**src/ai3d_pkg.sv**
```systemverilog
// constants for the adaptive illumination and 3d sync block
// Behaviour
// - each input frame yields its own digital gain for red, green and blue
// - every pixel of a channel is multiplied by that channel's frame gain
// - gain is the largest whose clipped pixel count stays small
// - each led gets its own current, chosen with the gain per frame
// - gain times led power keeps the target colour balance and white point
// - power saving keeps brightness and lowers led power where gain compensates
// - brightness boost keeps led power and raises brightness by gain only
// - a software strength setting places operation between the two extremes
// - led power falls with content; nominal for white, minimum for black at zero strength
// - regions dimmer than average picture level get strong local gain
// - with 3d input, sync output aligns eye shutters with displayed frames
// - a general output keys the ir transmitter with the eye sync
// - light sync gives one pulse per frame while shutters closed, none if under e since the last
// - the illumination driver is told when to switch the source on
// - with both shutters closed the source stays off except the pulse
// - pulse offset alternates between base and base plus delta each frame
// - at 120 hz: width 20-32 us, base over 500, e over 2000 us
// - nominal width and delta scale inversely with rate; 98 hz gives 31.8 and 161.6
// - at 100 hz nominal width 31.2 us and delta 158.4 us
package ai3d_pkg;
	localparam int unsigned CLK_NS = 5;
	localparam int unsigned NLVL   = 4;
	localparam int unsigned TW     = 20;

	localparam logic [NLVL-1:0][7:0] LVL_TAB  = {8'he0, 8'hc0, 8'ha0, 8'h80};
	localparam logic [NLVL-1:0][9:0] GAIN_TAB = {10'h124, 10'h155, 10'h19a,
		10'h200};
	localparam logic [NLVL-1:0][8:0] INV_TAB  = {9'h0e0, 9'h0c0, 9'h0a0, 9'h080};
	localparam logic [9:0] GAIN_UNITY = 10'h100;
	localparam logic [8:0] INV_UNITY  = 9'h100;
	localparam logic [8:0] LG_UNITY   = 9'h100;

	localparam logic [1:0] RATE_98  = 2'h0;
	localparam logic [1:0] RATE_100 = 2'h1;
	localparam logic [1:0] RATE_120 = 2'h2;

	localparam int unsigned A98_NS  = 31800;
	localparam int unsigned D98_NS  = 161600;
	localparam int unsigned A100_NS = 31200;
	localparam int unsigned D100_NS = 158400;
	localparam int unsigned A120_NS = 26000;
	localparam int unsigned D120_NS = 132000;
	localparam int unsigned B_NS    = 500000;
	localparam int unsigned E_NS    = 2000000;

	localparam int unsigned A98_CYC  = (A98_NS + CLK_NS - 1) / CLK_NS;
	localparam int unsigned D98_CYC  = (D98_NS + CLK_NS - 1) / CLK_NS;
	localparam int unsigned A100_CYC = (A100_NS + CLK_NS - 1) / CLK_NS;
	localparam int unsigned D100_CYC = (D100_NS + CLK_NS - 1) / CLK_NS;
	localparam int unsigned A120_CYC = (A120_NS + CLK_NS - 1) / CLK_NS;
	localparam int unsigned D120_CYC = (D120_NS + CLK_NS - 1) / CLK_NS;
	localparam int unsigned B_CYC_MIN = B_NS / CLK_NS + 1;
	localparam int unsigned E_CYC_MIN = E_NS / CLK_NS + 1;
endpackage : ai3d_pkg

```
**src/pix_skid2.sv**
```systemverilog
// two-entry buffer with valid and ready on both sides
`timescale 1ns/1ps
`default_nettype none
module pix_skid2 #(
	parameter int unsigned W = 26
) (
	input  wire logic         clk_sys_in,
	input  wire logic         reset_in,
	input  wire logic         in_valid_in,
	output logic              in_ready_out,
	input  wire logic [W-1:0] in_data_in,
	output logic              out_valid_out,
	input  wire logic         out_ready_in,
	output logic [W-1:0]      out_data_out
);
	typedef struct packed {
		logic [1:0][W-1:0] mem;
		logic [1:0]        cnt;
		logic              in_rdy;
		logic              out_vld;
	} buf_t;

	buf_t st_reg;
	buf_t st_next;

	always_comb begin
		logic push;
		logic pop;
		logic [1:0] c;
		push = in_valid_in & st_reg.in_rdy;
		pop = st_reg.out_vld & out_ready_in;
		c = st_reg.cnt;
		st_next = st_reg;
		if (pop) begin
			st_next.mem[0] = st_reg.mem[1];
			c = c - 2'h1;
		end
		if (push) begin
			st_next.mem[c[0]] = in_data_in;
			c = c + 2'h1;
		end
		st_next.cnt = c;
		st_next.in_rdy = (c != 2'h2);
		st_next.out_vld = (c != 2'h0);
	end

	always_ff @(posedge clk_sys_in) begin
		if (reset_in) begin
			st_reg <= '0;
			st_reg.in_rdy <= 1'b1;
		end else begin
			st_reg <= st_next;
		end
	end

	assign in_ready_out  = st_reg.in_rdy;
	assign out_valid_out = st_reg.out_vld;
	assign out_data_out  = st_reg.mem[0];
endmodule : pix_skid2
`default_nettype wire

```
**src/adaptive_illumination_3d_sync.sv**
```systemverilog
// frame gains, led currents, local boost and 3d eye sync
`timescale 1ns/1ps
`default_nettype none
module adaptive_illumination_3d_sync import ai3d_pkg::*; #(
	parameter int unsigned NB         = 4,
	parameter int unsigned BANDW      = 480,
	parameter int unsigned CNTW       = 22,
	parameter int unsigned CLIP_ALLOW = 16,
	parameter int unsigned LED_W      = 10,
	parameter logic [LED_W-1:0] LED_NOM = 10'h300,
	parameter logic [LED_W-1:0] LED_MIN = 10'h040,
	parameter int unsigned B_CYC      = B_CYC_MIN,
	parameter int unsigned E_CYC      = E_CYC_MIN,
	parameter int unsigned A_CYC [3]  = '{A98_CYC, A100_CYC, A120_CYC},
	parameter int unsigned D_CYC [3]  = '{D98_CYC, D100_CYC, D120_CYC}
) (
	input  wire logic             clk_sys_in,
	input  wire logic             reset_in,
	input  wire logic             pix_valid_in,
	output logic                  pix_ready_out,
	input  wire logic             pix_sof_in,
	input  wire logic             pix_eol_in,
	input  wire logic [7:0]       pix_r_in,
	input  wire logic [7:0]       pix_g_in,
	input  wire logic [7:0]       pix_b_in,
	output logic                  pix_valid_out,
	input  wire logic             pix_ready_in,
	output logic                  pix_sof_out,
	output logic                  pix_eol_out,
	output logic [7:0]            pix_r_out,
	output logic [7:0]            pix_g_out,
	output logic [7:0]            pix_b_out,
	input  wire logic [7:0]       ai_strength_in,
	input  wire logic [7:0]       lab_strength_in,
	input  wire logic             mode_3d_in,
	input  wire logic             sync_light_in,
	input  wire logic [1:0]       frame_rate_in,
	output logic [LED_W-1:0]      led_red_out,
	output logic [LED_W-1:0]      led_green_out,
	output logic [LED_W-1:0]      led_blue_out,
	output logic                  ir_sync_out,
	output logic                  illum_on_out,
	output logic                  sync_pulse_out
);
	localparam int unsigned BW   = (NB > 1) ? $clog2(NB) : 1;
	localparam int unsigned XW   = $clog2(BANDW + 1);
	localparam int unsigned SUMW = 32;

	typedef struct packed {
		logic [2:0][NLVL-1:0][CNTW-1:0] cnt;
		logic [2:0][7:0]                peak;
		logic [2:0][9:0]                gain;
		logic [2:0][LED_W-1:0]          led;
		logic [NB-1:0][SUMW-1:0]        bsum;
		logic [SUMW-1:0]                tsum;
		logic [NB-1:0]                  boost;
		logic [XW-1:0]                  x;
		logic [BW-1:0]                  band;
		logic                           eye;
		logic                           closed;
		logic                           pulse;
		logic                           armed;
		logic                           ir;
		logic                           illum;
		logic [TW-1:0]                  timer;
		logic [TW-1:0]                  since;
	} st_t;

	st_t st_reg;
	st_t st_next;

	logic [2:0][7:0] dout;
	logic            buf_rdy;
	logic [25:0]     bdata;
	logic [1:0]      ridx;
	logic [TW-1:0]   a_sel;
	logic [TW-1:0]   d_sel;
	logic            acc;

	assign ridx  = (frame_rate_in == 2'h3) ? RATE_120 : frame_rate_in;
	assign a_sel = TW'(A_CYC[ridx]);
	assign d_sel = TW'(D_CYC[ridx]);
	assign acc   = pix_valid_in & buf_rdy;

	always_comb begin
		logic [2:0][7:0]   px;
		logic [9:0]        luma;
		logic [8:0]        w;
		logic [8:0]        inv;
		logic [8:0]        lg;
		logic [9:0]        gsel;
		logic [LED_W-1:0]  sv;
		logic [LED_W+8:0]  pr;
		logic [26:0]       pp;
		logic [10:0]       sh;
		logic [TW-1:0]     off;
		st_next = st_reg;
		px = {pix_r_in, pix_g_in, pix_b_in};
		luma = {2'h0, px[2]} + {1'b0, px[1], 1'b0} + {2'h0, px[0]};
		w = {1'b0, ai_strength_in} + {8'h00, ai_strength_in[7]};
		inv = INV_UNITY;
		gsel = GAIN_UNITY;
		sv = '0;
		pr = '0;
		pp = '0;
		sh = '0;
		dout = '0;
		lg = st_reg.boost[st_reg.band] ? LG_UNITY + {1'b0, lab_strength_in}
			: LG_UNITY;
		off = TW'(B_CYC) + (st_reg.eye ? d_sel : '0);
		// per-channel product with saturation at full scale
		for (int c = 0; c < 3; c++) begin
			pp = 27'(px[c]) * 27'(st_reg.gain[c]) * 27'(lg);
			sh = pp[26:16];
			dout[c] = (sh > 11'h0ff) ? 8'hff : sh[7:0];
		end
		// frame boundary: derive gains and currents from last frame
		if (acc && pix_sof_in) begin
			for (int c = 0; c < 3; c++) begin
				gsel = GAIN_UNITY;
				inv = INV_UNITY;
				for (int i = NLVL - 1; i >= 0; i--) begin
					if (st_reg.cnt[c][i] <= CNTW'(CLIP_ALLOW)) begin
						gsel = GAIN_TAB[i];
						inv = INV_TAB[i];
					end
				end
				st_next.gain[c] = gsel;
				// saving current scales by inverse gain, keeping balance
				pr = (LED_W+9)'(LED_NOM) * (LED_W+9)'(inv);
				sv = pr[LED_W+7:8];
				if (st_reg.peak[c] == 8'h00 || sv < LED_MIN) begin
					sv = LED_MIN;
				end
				// strength blends between saving and boost current
				pr = (LED_W+9)'(LED_NOM - sv) * (LED_W+9)'(w);
				st_next.led[c] = sv + pr[LED_W+7:8];
			end
			for (int b = 0; b < NB; b++) begin
				st_next.boost[b] = ({st_reg.bsum[b], {BW{1'b0}}}
					< {{BW{1'b0}}, st_reg.tsum});
			end
			st_next.cnt = '0;
			st_next.peak = '0;
			st_next.bsum = '0;
			st_next.tsum = '0;
			st_next.x = '0;
			st_next.band = '0;
		end
		// statistics of the accepted pixel
		if (acc) begin
			for (int c = 0; c < 3; c++) begin
				for (int i = 0; i < NLVL; i++) begin
					if (px[c] > LVL_TAB[i] && !(&st_next.cnt[c][i])) begin
						st_next.cnt[c][i] = st_next.cnt[c][i] + 1'b1;
					end
				end
				if (px[c] > st_next.peak[c]) begin
					st_next.peak[c] = px[c];
				end
			end
			st_next.bsum[st_next.band] = st_next.bsum[st_next.band]
				+ SUMW'(luma);
			st_next.tsum = st_next.tsum + SUMW'(luma);
			if (pix_eol_in) begin
				st_next.x = '0;
				st_next.band = '0;
			end else if (st_next.x == XW'(BANDW - 1)) begin
				st_next.x = '0;
				if (st_next.band != BW'(NB - 1)) begin
					st_next.band = st_next.band + 1'b1;
				end
			end else begin
				st_next.x = st_next.x + 1'b1;
			end
		end
		// 3d eye sync and light pulse timing
		if (st_reg.since != {TW{1'b1}}) begin
			st_next.since = st_reg.since + 1'b1;
		end
		if (!mode_3d_in) begin
			st_next.eye = 1'b0;
			st_next.closed = 1'b0;
			st_next.pulse = 1'b0;
			st_next.timer = '0;
		end else if (acc && pix_sof_in) begin
			st_next.eye = !st_reg.eye;
			st_next.timer = '0;
			st_next.closed = sync_light_in;
			st_next.armed = (st_reg.since >= TW'(E_CYC));
			st_next.pulse = 1'b0;
		end else if (st_reg.closed) begin
			st_next.timer = st_reg.timer + 1'b1;
			if (st_reg.armed && st_reg.timer == off) begin
				st_next.pulse = 1'b1;
				st_next.armed = 1'b0;
				st_next.since = '0;
			end
			if (st_reg.timer == off + a_sel) begin
				st_next.pulse = 1'b0;
				st_next.closed = 1'b0;
			end
		end
		st_next.ir = mode_3d_in & !sync_light_in & st_next.eye;
		st_next.illum = !st_next.closed | st_next.pulse;
	end

	always_ff @(posedge clk_sys_in) begin
		if (reset_in) begin
			st_reg <= '0;
			st_reg.gain <= {3{GAIN_UNITY}};
			st_reg.led <= {3{LED_NOM}};
			st_reg.illum <= 1'b1;
		end else begin
			st_reg <= st_next;
		end
	end

	pix_skid2 #(
		.W(26)
	) u_buf (
		.clk_sys_in   (clk_sys_in),
		.reset_in     (reset_in),
		.in_valid_in  (pix_valid_in),
		.in_ready_out (buf_rdy),
		.in_data_in   ({pix_sof_in, pix_eol_in, dout[2], dout[1], dout[0]}),
		.out_valid_out(pix_valid_out),
		.out_ready_in (pix_ready_in),
		.out_data_out (bdata)
	);

	assign pix_ready_out  = buf_rdy;
	assign pix_sof_out    = bdata[25];
	assign pix_eol_out    = bdata[24];
	assign pix_r_out      = bdata[23:16];
	assign pix_g_out      = bdata[15:8];
	assign pix_b_out      = bdata[7:0];
	assign led_red_out    = st_reg.led[2];
	assign led_green_out  = st_reg.led[1];
	assign led_blue_out   = st_reg.led[0];
	assign ir_sync_out    = st_reg.ir;
	assign illum_on_out   = st_reg.illum;
	assign sync_pulse_out = st_reg.pulse;

	// helper counters for pulse width and pulses per frame
	logic [TW-1:0] pw_reg;
	logic [1:0]    ppf_reg;

	always_ff @(posedge clk_sys_in) begin
		if (reset_in) begin
			pw_reg <= '0;
			ppf_reg <= 2'h0;
		end else begin
			if (st_reg.pulse) begin
				pw_reg <= pw_reg + 1'b1;
			end else if (st_next.pulse) begin
				pw_reg <= '0;
			end
			if (acc && pix_sof_in) begin
				ppf_reg <= 2'h0;
			end else if (st_next.pulse && !st_reg.pulse && ppf_reg != 2'h3) begin
				ppf_reg <= ppf_reg + 2'h1;
			end
		end
	end
endmodule : adaptive_illumination_3d_sync
`default_nettype wire

```
**config.mk**
```make
export PLATFORM = sky130hd
export DESIGN_NAME = adaptive_illumination_3d_sync
export DESIGN_NICKNAME = d
export VERILOG_FILES = /design/src/ai3d_pkg.sv /design/src/pix_skid2.sv /design/src/adaptive_illumination_3d_sync.sv
export SDC_FILE = /design/constraint.sdc
export NUM_CORES = 2
export LEC_CHECK = 0
export ABC_AREA = 1
export ABC_CLOCK_PERIOD_IN_PS = 11300
export BUFFER_PORTS_ARGS = -buffer_cell sky130_fd_sc_hd__buf_4
export CAP_MARGIN = 20
export CORE_ASPECT_RATIO = 0.6
export CORE_MARGIN = 3
export CORE_UTILIZATION = 59
export DETAILED_ROUTE_END_ITERATION = 8
export PLACE_DENSITY_LB_ADDON = 0.3
export SYNTH_ARGS = -nofsm -noshare
export SYNTH_HDL_FRONTEND = slang
export SYNTH_SLANG_ARGS = --single-unit
```
**constraint.sdc**
```tcl
create_clock -name clk_sys_in -period 11.3 [get_ports clk_sys_in]
set_clock_uncertainty 0.1 [all_clocks]
set_input_delay 3.39 -clock clk_sys_in [delete_from_list [all_inputs] [get_ports clk_sys_in]]
set_output_delay 3.39 -clock clk_sys_in [all_outputs]
set_load 0.1 [all_outputs]
```
==> run summary <==
Status: finished, final reports clean
CTS buffer count: 66
Vias: 62300
Most frequent cell after synthesis: nand2_1
Tightest Pin Transition: 1130 ps
Initial drt markers: 6483
CP required: 11770 ps
CTS tree: yes
Reg2reg end: led_red_out[9]$_SDFFE_PP1P_
Worst r2r path cells: 50
Fill cells: 9142
RSZ-0062 raised after global routing: true
Wirelength, routed: 194 mm
Vias in the first global route: 58100
Hold WC Path Type: reg2reg
CP startpoint kind: primary input
R2r setup slk: 1620 ps
Hold buffers post-CTS: 0
VDD IR max: 177 uV
Final Hold Fails: 0
Core footprint: 0.109 sq mm
Placed cells: 10900
Clk network pwr share: 21.9%
GRT Total Usage: 32.9%
CP startpoint: pix_g_in[2]
Lkg Pwr: 0.0359 uW
Final period utilization: 99.0%
Detailed-route wire length per cell: 17.6 microns
Core Rows: 93
Crit path capture: u_buf.st_reg[39]$_SDFFE_PP0P_
Synth warn: 0
Crit Path Class: in2reg
Port-buffer cells: 110
H-tree Lvls: 3
Most frequent CP cell: nand2_1
Initial Util: 60.2%
Largest register FFs: 527
Setup violators final: 0
Crit end category: register
Post-layout nets: 10700
P_sw: 5230 uW
Async set-or-reset flop fraction in the synthesized netlist: 0%
DRT antenna net count: 0
Post-route insts no fill: 11100
Die area: 0.115 sq mm
Synthesized area per cell: 7.07 sq um
Largest net degree at the start of global routing: 164
Synthesized cell area: 0.0653 sq mm
Combinational power share: 55.9%
Hold Worst Slack: 342 ps
Cell variety after synth: 78
PwrDens: 152 mW/mm^2
Seq pwr share: 22.2%
Clk_lat worst skew: 700 ps
Clk pin slew, worst setup/hold paths: 60 ps
Slew margin rel.: 24.4%
Sw frac: 46.8%
Post-DP HPWL: 150 mm
Synth Net Count: 10500
Pint: 5960 uW
Layout cells sized above 1: 11.8%
Crit path arrival time: 11660 ps
#FFs+latches synth: 616
Synth-to-layout area growth: 12.7%
Slew Limit Fails: 0
FMAX: 89.4 MHz
Clock Tree Buf Depth: 3
Routability cong.: 1.03
Chip Width: 436 microns
Crit-path max FO: 8
Via/cell ratio: 5.63
Initial DRT Pass Iterations: 9
Placed inst area: 0.0700 sq mm
Clk sinks: 616
Top post-synthesis cells by count: nand2_1, inv_1, nor2_1
Area contributors post-synth: dfxtp_1, fa_1, ha_1
Synth Flop Type: dfxtp_1
Cell taking the most area after synthesis: dfxtp_1
Initial antenna violation count: 8
Max-Cap Viols: 0
DR DRC count: 0
Global-route wire length before repair: 307 mm
Finished Cell Area: 0.0736 sq mm
Reg2reg start: st_reg[514]$_SDFF_PP0_
Chip height: 264 microns
Remaining Overflow, GRT: 0
I/O pin total: 111
Max stage delay cell, worst path: fa_1
Post-synth EDFFs: 0
Mapped Cells: 9242
Final Power: 11200 uW
Post-layout min period: 11190 ps
Root buffer cell: clkbuf_16
Yosys top cell area share: 18.9%
CP peak stage delay: 510 ps
Sequential share of the synthesized area: 18.9%
[power by group through the flow]
stage / Sequential (uW) / Clock [uW] / Combinational, uW
after floorplan: 2510 / 0 / 4450
after global placement: 2520 / 0 / 5780
after detailed placement: 2520 / 0 / 5960
after CTS: 2480 / 2470 / 6010
after global routing: 2500 / 2560 / 7000
final: 2480 / 2460 / 6260
[cell type report]
class,count,area (sq um),area share [%]
timing repair buffer,561,4450,6.04
tap,1472,1840,2.50
inverter,1761,6650,9.04
clock inverter,31,523,0.710
multi-input combinational,6519,45900,62.4
antenna,10,25.0,0.0340
sequential,616,12300,16.8
clock buffer,89,1870,2.54
[worst max-delay path: cells and delay by family]
kind	cells	cell delay [ps]
AOI/OAI and AO/OA	9	1310
buffers and inverters	9	880
xor gates and xnor gates	1	230
adders and majority gates	10	4330
and+or+nand+nor	16	1510
[layout by cell type (no fill, tap or decap), drive strengths merged, types with 92 or more instances in the layout]
| cell | netlist | layout |
|---|---|---|
| a21oi | 649 | 649 |
| buf | 139 | 557 |
| clkbuf | 207 | 92 |
| dfxtp | 616 | 616 |
| fa | 612 | 612 |
| ha | 551 | 551 |
| inv | 1755 | 1759 |
| nand2 | 1848 | 1848 |
| nand3 | 355 | 355 |
| nand4 | 119 | 119 |
| nor2 | 1050 | 1050 |
| nor3 | 189 | 189 |
| o21ai | 544 | 544 |
| xor2 | 121 | 121 |
[cells by family (layout without fill, tap and decap cells)]
| family | count (synthesis) | count (layout) | share of synthesized area (%) |
|---|---|---|---|
| xor+xnor | 195 | 195 | 2.63 |
| mux | 24 | 24 | 0.387 |
| flops | 616 | 616 | 18.9 |
| fa+ha+maj | 1163 | 1163 | 29.3 |
| other cells | 2 | 12 | 0.0115 |
| buf+inv | 2107 | 2442 | 12.8 |
| simple gates | 3698 | 3698 | 24.0 |
| compound gates | 1437 | 1437 | 12.0 |
[how the worst min path moves through the flow]
stage                            end  depth (start not counted)             startpoint  slack [ps]
2_1_floorplan  st_reg[72]$_SDFF_PP0_                          1  st_reg[72]$_SDFF_PP0_         310
3_3_place_gp   st_reg[72]$_SDFF_PP0_                          1  st_reg[72]$_SDFF_PP0_         320
3_5_place_dp   st_reg[72]$_SDFF_PP0_                          1  st_reg[72]$_SDFF_PP0_         330
4_1_cts        st_reg[72]$_SDFF_PP0_                          1  st_reg[72]$_SDFF_PP0_         340
5_1_grt        st_reg[72]$_SDFF_PP0_                          1  st_reg[72]$_SDFF_PP0_         370
6_report       st_reg[72]$_SDFF_PP0_                          1  st_reg[72]$_SDFF_PP0_         340
[timing repair]
item	4_1_cts	5_1_grt
buffers inserted	0	29
gates resized for setup	0	264
endpoints found under the setup margin	0	48
[metrics by stage]
step	TNS, ps	utilization (%)	worst slack (ps)
after floorplan	-295	-	-30.7
after global placement	-20790	64.4	-617
after detailed placement	-26040	64.4	-611
after CTS	0	66.6	44.1
after global routing	-6550	67.8	-246
final	0	67.8	110
[per-layer routing]
layer  share of wire (%)  track usage, %
met1                  44            49.4
met3                  14            11.8
met5                0.11            1.08
met2                  39            44.4
met4                 2.0            7.60
Note: power is estimated with default switching activity, not from simulation.
